### src/pkg/dma_xreq_pkg.sv
package dma_xreq_pkg;

    // Grant must stand at least this many system clock cycles
    localparam int unsigned GRANT_MIN_CYC  = 8;
    // Smallest burst: one read then one write
    localparam int unsigned READ_CYC       = 5;
    localparam int unsigned WRITE_CYC      = 5;
    localparam int unsigned CNT_W          = 4;
    localparam int unsigned CH_W           = 2;
    localparam int unsigned NUM_CH         = 4;
    localparam logic [0:0]  GRANT_IDLE     = 1'h1;
    localparam logic [0:0]  GRANT_ACTIVE   = 1'h0;

    typedef enum logic [1:0] {
        ST_IDLE  = 2'b00,
        ST_READ  = 2'b01,
        ST_WRITE = 2'b11,
        ST_DONE  = 2'b10
    } burst_st_t;

endpackage

### src/design/dma_external_request_grant.sv
`timescale 1ns/1ps
// What this block does
// - A burst for the external request starts only when its channel wins arbitration.
// - An external request that drops during a burst is lost; one held until it wins yields a full burst.
// - External grant output is active low; high means idle.
// - Grant only during a burst of an enabled, externally sourced, requesting channel.
// - Request input is not sampled from grant assertion to burst end.
// - After serving it, external request goes lowest when others pend.
// - Grant stays low at least eight clock cycles unless its channel is disabled mid-burst.
module dma_external_request_grant #(
    parameter int unsigned NCH = dma_xreq_pkg::NUM_CH,
    parameter int unsigned CW  = dma_xreq_pkg::CH_W
) (
    input  wire logic           ref_clk,
    input  wire logic           reset,
    input  wire logic           extReq,
    input  wire logic [NCH-1:0] chanReq,
    input  wire logic [NCH-1:0] requestEnable,
    input  wire logic [NCH-1:0] channel_enable_bit,
    input  wire logic [NCH-1:0] request_source_select,
    output logic                extGrant_n,
    output logic                burstActive,
    output logic [CW-1:0]       burstChan,
    output logic                readPhase,
    output logic                writePhase,
    output logic                burstDone
);

    typedef struct packed {
        dma_xreq_pkg::burst_st_t      st;
        logic [dma_xreq_pkg::CNT_W-1:0] cnt;
        logic [dma_xreq_pkg::CNT_W-1:0] grantCnt;
        logic [CW-1:0]                chan;
        logic                         grantOn;
        logic                         demote;
        logic                         done;
    } state_t;

    state_t cur_r;
    state_t cur_nxt;

    logic [NCH-1:0] pending;
    logic [NCH-1:0] extSel;
    logic           anyPend;
    logic [CW-1:0]  winner;
    logic           extChanValid;
    logic [CW-1:0]  extChan;
    logic           burstExt;
    logic           burstEnd;

    // External request feeds only channels steered to it and enabled
    assign extSel = request_source_select & requestEnable & channel_enable_bit;

    // Lowest external channel is the one pushed back, after a burst of any external channel
    always_comb begin
        extChanValid = 1'b0;
        extChan      = '0;
        for (int i = NCH - 1; i >= 0; i--) begin
            if (extSel[i]) begin
                extChanValid = 1'b1;
                extChan      = CW'(i);
            end
        end
    end

    // Request is looked at only outside bursts, so changes in a burst are lost
    always_comb begin
        for (int i = 0; i < NCH; i++) begin
            pending[i] = requestEnable[i] && channel_enable_bit[i]
                         && (request_source_select[i] ? extReq : chanReq[i]);
        end
        if (cur_r.st != dma_xreq_pkg::ST_IDLE) begin
            pending = '0;
        end
    end

    dma_xreq_arb #(.NCH(NCH), .CW(CW)) u_arb (
        .pending   (pending),
        .extChan   (extChan),
        .extDemote (cur_r.demote && extChanValid),
        .anyPend   (anyPend),
        .winner    (winner)
    );

    assign burstExt = request_source_select[cur_r.chan] && requestEnable[cur_r.chan]
                      && channel_enable_bit[cur_r.chan];
    assign burstEnd = (cur_r.st == dma_xreq_pkg::ST_DONE)
                      && (cur_r.grantCnt >= dma_xreq_pkg::CNT_W'(dma_xreq_pkg::GRANT_MIN_CYC));

    always_comb begin
        cur_nxt      = cur_r;
        cur_nxt.done = 1'b0;
        if (cur_r.grantOn) begin
            cur_nxt.grantCnt = cur_r.grantCnt + 1'b1;
        end
        unique case (cur_r.st)
            dma_xreq_pkg::ST_IDLE: begin
                if (anyPend) begin
                    // Winner alone starts; an external channel waits its turn
                    cur_nxt.st       = dma_xreq_pkg::ST_READ;
                    cur_nxt.chan     = winner;
                    cur_nxt.cnt      = '0;
                    cur_nxt.grantCnt = '0;
                    // Request is registered here, so the grant may rely on it
                    cur_nxt.grantOn  = request_source_select[winner] && extReq;
                end
            end
            dma_xreq_pkg::ST_READ: begin
                cur_nxt.cnt = cur_r.cnt + 1'b1;
                if (cur_r.cnt == dma_xreq_pkg::CNT_W'(dma_xreq_pkg::READ_CYC - 1)) begin
                    cur_nxt.st  = dma_xreq_pkg::ST_WRITE;
                    cur_nxt.cnt = '0;
                end
            end
            dma_xreq_pkg::ST_WRITE: begin
                cur_nxt.cnt = cur_r.cnt + 1'b1;
                if (cur_r.cnt == dma_xreq_pkg::CNT_W'(dma_xreq_pkg::WRITE_CYC - 1)) begin
                    cur_nxt.st = dma_xreq_pkg::ST_DONE;
                end
            end
            dma_xreq_pkg::ST_DONE: begin
                // Short bursts stretch here so the grant meets its minimum
                if (burstEnd || !cur_r.grantOn) begin
                    cur_nxt.st      = dma_xreq_pkg::ST_IDLE;
                    cur_nxt.grantOn = 1'b0;
                    cur_nxt.done    = 1'b1;
                    // Sticks across idle time until the next burst ends
                    cur_nxt.demote  = burstExt;
                end
            end
        endcase
        // Disabling the channel mid-burst withdraws the grant
        if (cur_r.grantOn && !burstExt && cur_r.st != dma_xreq_pkg::ST_DONE) begin
            cur_nxt.grantOn = 1'b0;
        end
    end

    always_ff @(posedge ref_clk) begin
        if (reset) begin
            cur_r <= '{st: dma_xreq_pkg::ST_IDLE, default: '0};
        end else begin
            cur_r <= cur_nxt;
        end
    end

    assign extGrant_n  = cur_r.grantOn ? dma_xreq_pkg::GRANT_ACTIVE
                                       : dma_xreq_pkg::GRANT_IDLE;
    assign burstActive = (cur_r.st != dma_xreq_pkg::ST_IDLE);
    assign burstChan   = cur_r.chan;
    assign readPhase   = (cur_r.st == dma_xreq_pkg::ST_READ);
    assign writePhase  = (cur_r.st == dma_xreq_pkg::ST_WRITE);
    assign burstDone   = cur_r.done;

    a_grant_in_burst : assert property (@(posedge ref_clk) disable iff (reset)
        !extGrant_n |-> burstActive)
        else $error("grant low outside a burst");

    a_grant_min_hold : assert property (@(posedge ref_clk) disable iff (reset)
        $fell(extGrant_n) && burstExt |-> !extGrant_n [*8])
        else $error("grant shorter than eight cycles");

    a_ignore_during : assert property (@(posedge ref_clk) disable iff (reset)
        burstActive && !burstDone |=> $stable(burstChan) || !burstActive)
        else $error("burst channel changed mid burst");

    a_burst_full : assert property (@(posedge ref_clk) disable iff (reset)
        $rose(burstActive) |-> readPhase [*5] ##1 writePhase [*5])
        else $error("burst not complete");

    a_grant_drop : assert property (@(posedge ref_clk) disable iff (reset)
        burstDone |-> extGrant_n && !burstActive)
        else $error("grant not released at burst end");

    a_grant_start : assert property (@(posedge ref_clk) disable iff (reset)
        $fell(extGrant_n) |-> $rose(burstActive) && request_source_select[burstChan])
        else $error("grant without external winner");

    a_demote_ext : assert property (@(posedge ref_clk) disable iff (reset)
        burstDone && cur_r.demote && extChanValid && burstActive == 1'b0
        && (chanReq & requestEnable & channel_enable_bit & ~request_source_select) != '0
        |=> burstChan != extChan)
        else $error("external request not demoted");

    a_grant_idle_hi : assert property (@(posedge ref_clk) disable iff (reset)
        !burstActive |-> extGrant_n == dma_xreq_pkg::GRANT_IDLE)
        else $error("grant not idle high");

    a_grant_with_req : assert property (@(posedge ref_clk) disable iff (reset)
        $fell(extGrant_n) |-> $past(extReq) && burstExt)
        else $error("grant without a live external request");

    a_burst_length : assert property (@(posedge ref_clk) disable iff (reset)
        $rose(burstActive) |-> ##11 burstDone)
        else $error("burst did not end after its fixed length");

    a_busy_holds : assert property (@(posedge ref_clk) disable iff (reset)
        burstActive |=> burstActive || burstDone)
        else $error("burst cut short");

    a_done_single : assert property (@(posedge ref_clk) disable iff (reset)
        burstDone |=> !burstDone)
        else $error("burst end pulse longer than one cycle");

    a_idle_serves : assert property (@(posedge ref_clk) disable iff (reset)
        !burstActive && extReq && extChanValid |=> burstActive)
        else $error("external request left unserved while idle");

    a_read_to_write : assert property (@(posedge ref_clk) disable iff (reset)
        $fell(readPhase) |-> writePhase)
        else $error("read phase not followed by write phase");

    a_grant_keep : assert property (@(posedge ref_clk) disable iff (reset)
        !extGrant_n && burstExt && (readPhase || writePhase) |=> !extGrant_n)
        else $error("grant dropped before burst end");

    a_no_grant_other : assert property (@(posedge ref_clk) disable iff (reset)
        burstActive && !burstExt |=> extGrant_n)
        else $error("grant held for a non external burst");
endmodule

### src/design/dma_xreq_arb.sv
`timescale 1ns/1ps
module dma_xreq_arb #(
    parameter int unsigned NCH = dma_xreq_pkg::NUM_CH,
    parameter int unsigned CW  = dma_xreq_pkg::CH_W
) (
    input  wire logic [NCH-1:0] pending,
    input  wire logic [CW-1:0]  extChan,
    input  wire logic           extDemote,
    output logic                anyPend,
    output logic [CW-1:0]       winner
);
    // Fixed priority, lowest index highest; the external channel may be pushed last
    logic [NCH-1:0] masked;
    logic           found;
    always_comb begin
        masked = pending;
        if (extDemote && (pending & ~(NCH'(1) << extChan)) != '0) begin
            masked[extChan] = 1'b0;
        end
        found  = 1'b0;
        winner = '0;
        for (int i = 0; i < NCH; i++) begin
            if (masked[i] && !found) begin
                found  = 1'b1;
                winner = CW'(i);
            end
        end
        anyPend = found;
    end
endmodule

### config.mk
export PLATFORM = sky130hd
export DESIGN_NAME = dma_external_request_grant
export DESIGN_NICKNAME = d
export VERILOG_FILES = /design/src/pkg/dma_xreq_pkg.sv /design/src/design/dma_external_request_grant.sv /design/src/design/dma_xreq_arb.sv
export SDC_FILE = /design/constraint.sdc
export NUM_CORES = 1
export LEC_CHECK = 0
export ABC_AREA = 1
export BUFFER_PORTS_ARGS = -buffer_cell sky130_fd_sc_hd__buf_2
export CORE_MARGIN = 4
export CORE_UTILIZATION = 48
export DETAILED_ROUTE_END_ITERATION = 10
export PLACE_DENSITY_LB_ADDON = 0.05
export SETUP_SLACK_MARGIN = 0.5
export SLEW_MARGIN = 10
export SYNTH_ARGS = -nofsm -noshare
export SYNTH_HDL_FRONTEND = slang
export SYNTH_SLANG_ARGS = --single-unit
### constraint.sdc
create_clock -name ref_clk -period 1.6 [get_ports ref_clk]
set_input_delay 0.16 -clock ref_clk [delete_from_list [all_inputs] [get_ports ref_clk]]
set_output_delay 0.16 -clock ref_clk [all_outputs]
set_load 0.02 [all_outputs]
## Word-level counts from Yosys, hierarchy flattened

Index checks and enable logic that the tools add are counted.

- Memories: 0
- Bits in read-only memories: 0
- Bits in registers: 15
- Bits in writable memories: 0
- Latch bits: 0

- Equal/unequal tests: 9
- $add $sub $neg: 2
- Div/mod/pow operators: 0
- Reduce and logical (&&, ||, !) cells: 38
- Mux-type cells: 42
- Bitwise logic cells: 7
- Shifts and indexed selects: 1
- Multipliers: 0
- Order comparisons: 5

Operator list:

| kind | number |
|---|---|
| 1-bit logical AND | 20 |
| 1-bit two-way mux | 19 |
| 4-bit bitwise AND | 4 |
| 2-bit two-way mux | 8 |
| 13-bit two-way mux | 1 |
| 4-bit two-way mux | 3 |
| 6-bit two-way mux | 2 |
| 4-bit one-hot mux with 3 select lines | 1 |
| 2-bit by 3-bit less-than comparator with 1-bit output (second input constant) | 3 |
| 4-bit by 1-bit adder with 4-bit output (second input constant) | 2 |
| 1-bit binary-select mux with 2-bit select | 4 |
| 4-bit NOT | 2 |
| 2-bit one-hot mux with 4 select lines | 1 |
| 2-bit by 1-bit != test with 1-bit output (second input constant) | 3 |
| 2-bit AND reduction | 3 |
| 1-bit logical NOT | 5 |
| 2-bit equality test (second input constant) | 2 |
| 4-bit by 3-bit equality test with 1-bit output (second input constant) | 1 |
| 4-bit >= comparator (second input constant) | 1 |
| 2-bit != test (second input constant) | 2 |
| 4-bit AND reduction | 1 |
| 2-bit nonzero test | 2 |
| 4-bit nonzero test | 1 |
| 2-bit OR reduction | 2 |
| 11 further kinds | 11 |

## Logic depth before layout (Yosys ltp)

Gate-level depths: netlist of run 1.

- Depth in word-level cells: 28
- Gate-level depth with buffers: 19

## By module

A second synthesis of run 1 with hierarchy kept.

- Cells, all modules: 180
- Area, all modules: 1144.8 µm²

Modules (own cells, without submodules):

| module | instances | sequential area each (µm²) | area each (µm²) | cells an instance |
|---|---|---|---|---|
| dma_external_request_grant | 1 | 300.3 | 997.2 | 149 |
| dma_xreq_arb | 1 | 0.0 | 147.6 | 31 |

## Worst setup path before layout of run 1

No wires, ideal clock.

- Path kind: reg-to-reg
- From: register cur_r[13] in the netlist's numbering
- To: register cur_r[2] in the netlist's numbering
- Data arrival time: 1.639 ns
- Path slack: -0.159 ns
- Path buffers: 1
- Stages on the path, launching flop included: 18
- Period minus slack after synthesis: 1.759 ns
- Cell sequence: dfxtp_1 buf_6 clkinv_2 nand2_4 nor2_1 nand3_1 nand2_1 inv_1 nand2_1 nand2_1 nand2_1 nand2_1 a21oi_2 nand2_4 inv_2 nand3_1 o211ai_1 a21oi_1

- Word-level cells in the longest chain between the ends: 21
- Elaborated cells between the ends (all ways): 36
- Classes of those cells: 4 x eq/ne; 13 x mux; 2 x bitwise; 17 x reduce/logical

Ends and longest elaborated chain:

| what | line | source |
|---|---|---|
| start, declared | dma_external_request_grant.sv:39 | `state_t cur_r;` |
| start signal, assigned | dma_external_request_grant.sv:142 | `cur_r <= cur_nxt;` |
| 2-bit nonzero test (*) | n/a |  |
| net burstActive | dma_external_request_grant.sv:22 | `output logic burstActive,` |
| 4-bit two-way mux (*) | dma_external_request_grant.sv:72 | `if (cur_r.st != dma_xreq_pkg::ST_IDLE) begin` |
| 4-bit bitwise AND | dma_xreq_arb.sv:17 | `if (extDemote && (pending & ~(NCH'(1) << extChan)) != '0) begin` |
| 4-bit nonzero test | dma_xreq_arb.sv:17 |  |
| 1-bit logical AND | dma_xreq_arb.sv:17 |  |
| 4-bit two-way mux (*) | dma_xreq_arb.sv:17 |  |
| 1-bit two-way mux | dma_xreq_arb.sv:23 | `if (masked[i] && !found) begin` |
| (+6 left out) | n/a |  |
| 1-bit logical NOT | dma_xreq_arb.sv:23 |  |
| 1-bit logical AND | dma_xreq_arb.sv:23 |  |
| 2-bit two-way mux | dma_xreq_arb.sv:23 |  |
| 1-bit binary-select mux with 2-bit select | dma_external_request_grant.sv:105 | `cur_nxt.grantOn = request_source_select[winner] && extReq;` |
| 1-bit two-way mux (not written as such) | dma_external_request_grant.sv:105 |  |
| 1-bit logical AND | dma_external_request_grant.sv:105 |  |
| 13-bit two-way mux | dma_external_request_grant.sv:98 | `if (anyPend) begin` |
| 1-bit one-hot mux with 2 select lines | dma_external_request_grant.sv:96 | `unique case (cur_r.st)` |

Mark *: on every way through the listed nets, which the timed path passes. The rest lies on a longest branch. The select of a mux whose other input is x is not followed.
A chain may end at the register's enable or synchronous reset.

## Worst setup path in the final report of run 1

- From: register cur_r[13] in the netlist's numbering
- To: register cur_r[2] in the netlist's numbering

- Word-level cells in the longest chain between the ends: 21
- Elaborated cells between the ends (all ways): 36
- Classes of those cells: 4 x eq/ne; 13 x mux; 2 x bitwise; 17 x reduce/logical

Ends and longest elaborated chain:

| what | line |
|---|---|
| 2-bit nonzero test | dma_external_request_grant.sv:72 |
| 4-bit two-way mux | dma_external_request_grant.sv:72 |
| 4-bit bitwise AND | dma_xreq_arb.sv:17 |
| 4-bit nonzero test | dma_xreq_arb.sv:17 |
| 1-bit logical AND | dma_xreq_arb.sv:17 |
| 4-bit two-way mux | dma_xreq_arb.sv:17 |
| 1-bit two-way mux | dma_xreq_arb.sv:23 |
| 1-bit logical NOT | dma_xreq_arb.sv:23 |
| (+5 left out) | n/a |
| 1-bit logical NOT | dma_xreq_arb.sv:23 |
| 1-bit logical AND | dma_xreq_arb.sv:23 |
| 2-bit two-way mux | dma_xreq_arb.sv:23 |
| 1-bit binary-select mux with 2-bit select | dma_external_request_grant.sv:105 |
| 1-bit two-way mux (not written as such) | dma_external_request_grant.sv:105 |
| 1-bit logical AND | dma_external_request_grant.sv:105 |
| 13-bit two-way mux | dma_external_request_grant.sv:98 |
| 1-bit one-hot mux with 2 select lines | dma_external_request_grant.sv:96 |

Several ways; a longest one is shown, not always the timed one. The select of a mux whose other input is x is not followed.

==> out/qor.yml, run 1 <==
pwr:
  power_density_nw_per_um2: 642
  p_leak_uw: 0.000963
  ir_drop_v: 0.000595
placed_design:
  dpl.hpwl_mm: 2.55
  gp_congestion: 0.832
  port_buffers: 25
  dp_worst_setup_slack_ns: -0.357
critical_path:
  startpoint_type: "flop"
  crit_buf_inv: 1
  cp_slowest_cell: "dfxtp_4"
  cp_common_cell: "nand2_1"
  path_max_fanout: 3
  worstSetupEndpointType: "flop"
  cpPeakStageDelay_ns: 0.37
  rrSetupSlack_ns: -0.42
  criticalPathCategory: "flop to flop"
  cp_cell_sequence: "nor2_4, nand2_2, nor2_4, nand2_2, nand2_2, o21bai_1, o21bai_1, nand2_1, inv_2, nand2_1, a21oi_1, nand2_1, nand2_1, a21oi_1"
  required_ns: 1.78
  cp.arrival_ns: 2.20
  path_delay_family: "simple AND/OR/NAND/NOR gates"
logic_synthesis:
  synth_area_per_cell_um2: 6.06
  yosysTopAreaCell: "dfxtp_1"
  synth_area_leaders: "dfxtp_1, nand2_1, inv_1"
  yosysSeqAreaShare_pct: 25.3
  yosysWarnings: 0
  postSynthCellCount: 196
  syn-cell-area_um2: 1190
  synth_top_cell_area_share_pct: 25.3
  synth_seq_cells: 15
  syn-num-nets: 219
  ys_types: 26
sta:
  finalCritPeriodShare_pct: 126
  finalMaxSlewViolations: 0
  fin_crit_ns: 2.02
  max_freq_mhz: 496
  max_slew_margin_pct: 79.0
  setup_viol: 13
  hold_viol: 0
  max_slew.worst_pin.slew_ns: 0.315
  fin_skew_ns: 0.00176
  grt_setup_unrepaired: "yes"
  holdWs_ns: 0.225
  worst_slack_ns: -0.416
die:
  die_w_um: 57.7
  fp.dieH_um: 57.7
  initial_core_util_pct: 52.2
  ios: 26
  rows: 17
  dieArea_um2: 3330
  coreArea_um2: 2280
grt:
  grt_overflow: 0
  grt_pass1_wl_mm: 6.35
  grtUsageTotal_pct: 24.2
  grt_start_max_net_pins: 12
  antenna_found_initial: 0
  grt_pass1_vias: 1540
detailed_routing:
  drc: 0
  drt-vias-per-instance: 5.33
  drtAntennaViolNets: 0
  drt-initial-drc-count: 86
  num_vias: 1571
  wl_per_cell_um: 14.2
  drtPass1Iterations: 4
  postRouteWirelength_mm: 4.19
outcome:
  status: "complete, but fails checks"
  violations: "setup timing"
clock_tree:
  clockBufferDepth: 2
  cts_hold_buf: 0
  clkSinkCount: 15
  clk_latency_ns: 0.29
  path_clk_slew_ns: 0.09
  root_buffer: "clkbuf_4"
  cts_tree: "done"
  htree_levels: 1
  cts_inserted_buffers: 3
layout:
  drive_above_1_share_pct: 48.3
  n_antenna_cell: 0
  syn_to_final_growth_pct: 60.4
  nFillCells: 154
  mostFrequentLayoutCell: "nand2_1"
  nNetsFinal: 291
  mostFrequentLayoutCells: "nand2_1, buf_4, inv_1, buf_2, nand3_1"
run:
  drv_cap: 0
min_path:
  hp-class: "input pin to flop"
-- path summary, 6_finish.rpt --
kind / from / end / cells past startpoint
hold reg to reg: cur_r[12]$_SDFFE_PP0P_ / cur_r[12]$_SDFFE_PP0P_ / 2
hold / removal: reset / burstDone$_SDFF_PP0_ / 2
setup reg to reg: cur_r[13]$_SDFFE_PP0P_ / cur_r[2]$_SDFFE_PP0P_ / 14
setup / recovery: cur_r[13]$_SDFFE_PP0P_ / cur_r[2]$_SDFFE_PP0P_ / 14
-- Yosys cell counts, drive strengths merged --
cell     number
o21bai        2
a21oi        15
o21ai        11
o211ai        1
a2111oi       1
buf           3
clkbuf        1
nor3          2
xor2          2
ha            4
nand3        19
nor2         22
inv          31
dfxtp        15
clkinv        1
a211oi        4
nand2        62
-- logic make-up after synthesis --
| kind of cell | after synthesis | share of synthesized area, % |
|---|---|---|
| xor+xnor | 2 | 1.48 |
| simple gates | 105 | 39.0 |
| fa+ha+maj | 4 | 4.22 |
| buf+inv | 36 | 12.7 |
| compound gates | 34 | 17.3 |
| flops | 15 | 25.3 |
-- layout make-up --
| class | instances | area (µm²) | share of cell area (%) |
|---|---|---|---|
| Sequential cell | 15 | 308 | 16.2 |
| Multi-Input combinational cell | 146 | 906 | 47.6 |
| Tap cell | 28 | 35.0 | 1.84 |
| Inverter | 32 | 121 | 6.37 |
| Clock buffer | 4 | 26.3 | 1.38 |
| Timing Repair Buffer | 70 | 508 | 26.7 |
-- stage by stage --
stage          instance area, µm²  std cells  utilization (%)  power (µW)  setup TNS, ns
6_report                     1900        295             83.7        1220          -4.29
5_1_grt                      1900        295             83.7        1310          -6.45
4_1_cts                      1780        289             78.1        1140          -2.35
3_5_place_dp                 1550        275             67.9         841          -3.51
3_3_place_gp                 1550        275             67.9         830          -3.21
2_1_floorplan                1190        196                -         696         -0.920
-- state kept, by name (all words and copies together) (netlist names) --
| signal | cells |
|---|---|
| burstDone | 1 |
| cur_r | 12 |
| burstChan | 2 |
-- where the power goes --
part	internal, µW	total [µW]	switching, µW
clock network	97.1	221	124
registers	400	435	34.3
logic	244	566	322
total	741	1220	481
-- what timing repair did --
item / in CTS / in global routing
setup buffers: 9 / 6
pin swaps: 6 / 4
resized for setup: 40 / 22
setup endpoints to repair: 18 / 19
gates cloned: 1 / 0
endpoints found under the hold margin: 0 / 0
-- layer usage --
metal  part of all wire, %  global-route usage (%)
met5                     0                       0
met4                   1.7                    10.3
met3                   5.4                    5.35
met2                    53                    42.3
met1                    40                    28.1
No activity file was read; power rests on OpenSTA's default activity.
==> inputs of run 2 (changes only) <==
--- a/config.mk
+++ b/config.mk
@@ -7,6 +7,6 @@
 export LEC_CHECK = 0
-export ABC_AREA = 1
 export BUFFER_PORTS_ARGS = -buffer_cell sky130_fd_sc_hd__buf_2
+export CORE_ASPECT_RATIO = 0.9
 export CORE_MARGIN = 4
-export CORE_UTILIZATION = 48
+export CORE_UTILIZATION = 47
 export DETAILED_ROUTE_END_ITERATION = 10
--- a/constraint.sdc
+++ b/constraint.sdc
@@ -3,2 +3,2 @@
 set_output_delay 0.16 -clock ref_clk [all_outputs]
-set_load 0.02 [all_outputs]
+set_load 0.005 [all_outputs]
==> run 2 against run 1 <==
The flow still finishes with violations (setup timing); area after synthesis is 7.6% lower; final cell count is 27% lower; synthesized cell count is 32% lower; via count is 23% lower; sequential power is 6.2% lower; clock skew is 0.0059 ns higher; routed wire length is 28% lower; critical endpoint unchanged; highest routed layer unchanged.
==> out/qor.yml, run 2 <==
grt:
  antenna_found_initial: 0
  grtUsageTotal_pct: 20.4
  grt_start_max_net_pins: 13
  grt_overflow: 0
  grt_pass1_vias: 1149
  grt_pass1_wl_mm: 4.92
outcome:
  violations: "setup timing"
  status: "complete, but fails checks"
sta:
  max_slew_margin_pct: 67.1
  fin_skew_ns: 0.00770
  timing.setup.tns_ns: -2.82
  hold_viol: 0
  finalCritPeriodShare_pct: 121
  worst_slack_ns: -0.341
  max_slew.worst_pin.slew_ns: 0.489
  fin_crit_ns: 1.94
  max_freq_mhz: 515
  setup_viol: 12
  grt_setup_unrepaired: "yes"
  finalMaxSlewViolations: 0
logic_synthesis:
  syn-cell-area_um2: 1100
  synth_ff_type: "dfxtp_1"
  synth_seq_cells: 15
  ys_async_sr_fraction_pct: 0
  yosysTopAreaCell: "dfxtp_1"
  yosysWarnings: 0
  synth_area_per_cell_um2: 8.25
  synth_area_leaders: "dfxtp_1, mux2i_1, ha_1"
  synth_most_common_cell: "dfxtp_1"
  yosysSeqAreaShare_pct: 27.4
  synth_commonest_cells: "dfxtp_1, nor2_1, nand2_1"
  syn-num-nets: 156
  synth_top_cell_area_share_pct: 27.4
  ys_types: 43
  postSynthCellCount: 133
  synth_edf_count: 0
detailed_routing:
  num_vias: 1206
  drtPass1Iterations: 4
  drt-initial-drc-count: 42
  drtAntennaViolNets: 0
  wl_per_cell_um: 14.0
  drt-vias-per-instance: 5.58
  postRouteWirelength_mm: 3.03
  drc: 0
layout:
  largest_reg_flops: 12
  syn_to_final_growth_pct: 53.9
  mostFrequentLayoutCells: "buf_4, buf_2, nor2_1, dfxtp_1, nand2_1"
  regMostFlops: "cur_r"
  n_antenna_cell: 0
  nNetsFinal: 213
  nFillCells: 157
  mostFrequentLayoutCell: "buf_4"
  drive_above_1_share_pct: 49.2
clock_tree:
  root_buffer: "clkbuf_4"
  clkSinkCount: 15
  clockBufferDepth: 2
  cts_inserted_buffers: 3
  clk_latency_ns: 0.28
  cts_hold_buf: 0
  cts_tree: "done"
  htree_levels: 1
  path_clk_slew_ns: 0.09
critical_path:
  cp_slowest_cell: "mux4_2"
  cp.arrival_ns: 2.11
  rrSetupSlack_ns: -0.34
  crit_end: "cur_r[2]$_SDFFE_PP0P_"
  path_max_fanout: 5
  worstSetupEndpointType: "flop"
  crit_path_start: "cur_r[13]$_SDFFE_PP0P_"
  criticalPathCategory: "flop to flop"
  r2r_end: "cur_r[2]$_SDFFE_PP0P_"
  r2r_cells: 8
  required_ns: 1.77
  cp_cell_sequence: "nor2_4, inv_2, nor3_4, o2bb2ai_4, o311ai_4, nand2_2, mux4_2, o2bb2ai_1"
  startpoint_type: "flop"
  cpPeakStageDelay_ns: 0.49
  reg2reg_from: "cur_r[13]$_SDFFE_PP0P_"
pwr:
  power_density_nw_per_um2: 596
  ir_drop_v: 0.000467
  p_total_uw: 1010
  p_leak_uw: 0.000734
die:
  die_w_um: 58.9
  coreArea_um2: 2200
  fp.dieH_um: 53.8
  ios: 26
  initial_core_util_pct: 49.8
  rows: 16
  dieArea_um2: 3170
run:
  drv_cap: 0
min_path:
  hp-class: "input pin to flop"
  hold_depth: 2
placed_design:
  dpl.hpwl_mm: 2.31
  gp_congestion: 0.862
  port_buffers: 25
## run 2: changes by cell type after synthesis, moves of 5 or more
cell,change
a21oi_1,-7
nand3_1,-11
mux2i_1,+6
inv_1,-20
nor2_1,-5
nand2_1,-49
o21ai_0,-6
## run 2: per-stage QoR
step                      cell area [µm²]  hold WS [ns]  cells  setup WS (ns)  util [%]
after CTS                            1620         0.198    213         -0.340      73.4
after detailed placement             1470         0.471    203         -0.381      66.9
after global placement               1470         0.468    203         -0.332      66.9
after global routing                 1690         0.211    216         -0.460      76.7
final                                1690         0.197    216         -0.341      76.7
after floorplan                      1160         0.346    133         -0.262         -
## run 2: worst min path at each step
stage	start	to
2_1_floorplan	reset	cur_r[2]$_SDFFE_PP0P_
3_3_place_gp	burstChan[0]$_SDFFE_PP0P_	burstChan[0]$_SDFFE_PP0P_
3_5_place_dp	burstChan[0]$_SDFFE_PP0P_	burstChan[0]$_SDFFE_PP0P_
4_1_cts	reset	burstChan[0]$_SDFFE_PP0P_
5_1_grt	reset	cur_r[10]$_SDFFE_PP0P_
6_report	reset	cur_r[9]$_SDFFE_PP0P_
## run 2: logic make-up after synthesis
kind of cell / after synthesis / share of synthesized area (%)
buffers and inverters: 13 / 5.24
muxes: 8 / 9.58
adders and majority gates: 4 / 4.56
xor gates and xnor gates: 3 / 2.39
AOI/OAI and AO/OA: 32 / 22.3
DFF: 15 / 27.4
and+or+nand+nor: 58 / 28.5
## run 2: worst max-delay path: cells and delay by family, from the launching register on
kind                   cells  cell delay [ns]
AOI/OAI and AO/OA          3             0.45
buffers and inverters      1             0.08
DFF                        1             0.35
muxes                      1             0.49
and+or+nand+nor            3             0.47
## run 2: final cells by class
class                           instances  area [µm²]  share of cell area, %
Timing Repair Buffer                   58         387                   22.9
Sequential cell                        15         310                   18.4
Multi-Input combinational cell        105         906                   53.6
Inverter                                7        26.3                   1.56
Clock buffer                            4        26.3                   1.56
Tap cell                               27        33.8                   2.00
## run 2: metal layers
| layer | vias up | global-route usage [%] | part of all wire [%] |
|---|---|---|---|
| met2 | 40 | 35.7 | 49 |
| met4 | 0 | 4.53 | 0.83 |
| li1 | 600 | - | - |
| met1 | 560 | 26.1 | 45 |
| met5 | - | 0 | 0 |
| met3 | 6 | 3.84 | 5.8 |
## run 2: repair_timing
item | CTS | global route
endpoints found under the setup margin | 18 | 18
gates resized for setup | 11 | 12
setup buffers | 6 | 3
pin swaps | 9 | 7
## run 2: power by group
part | leakage (µW) | total (µW) | internal [µW] | switching, µW
clock network | 0.0000150 | 207 | 96.7 | 110
logic | 0.000595 | 392 | 204 | 188
registers | 0.000124 | 408 | 389 | 19.6
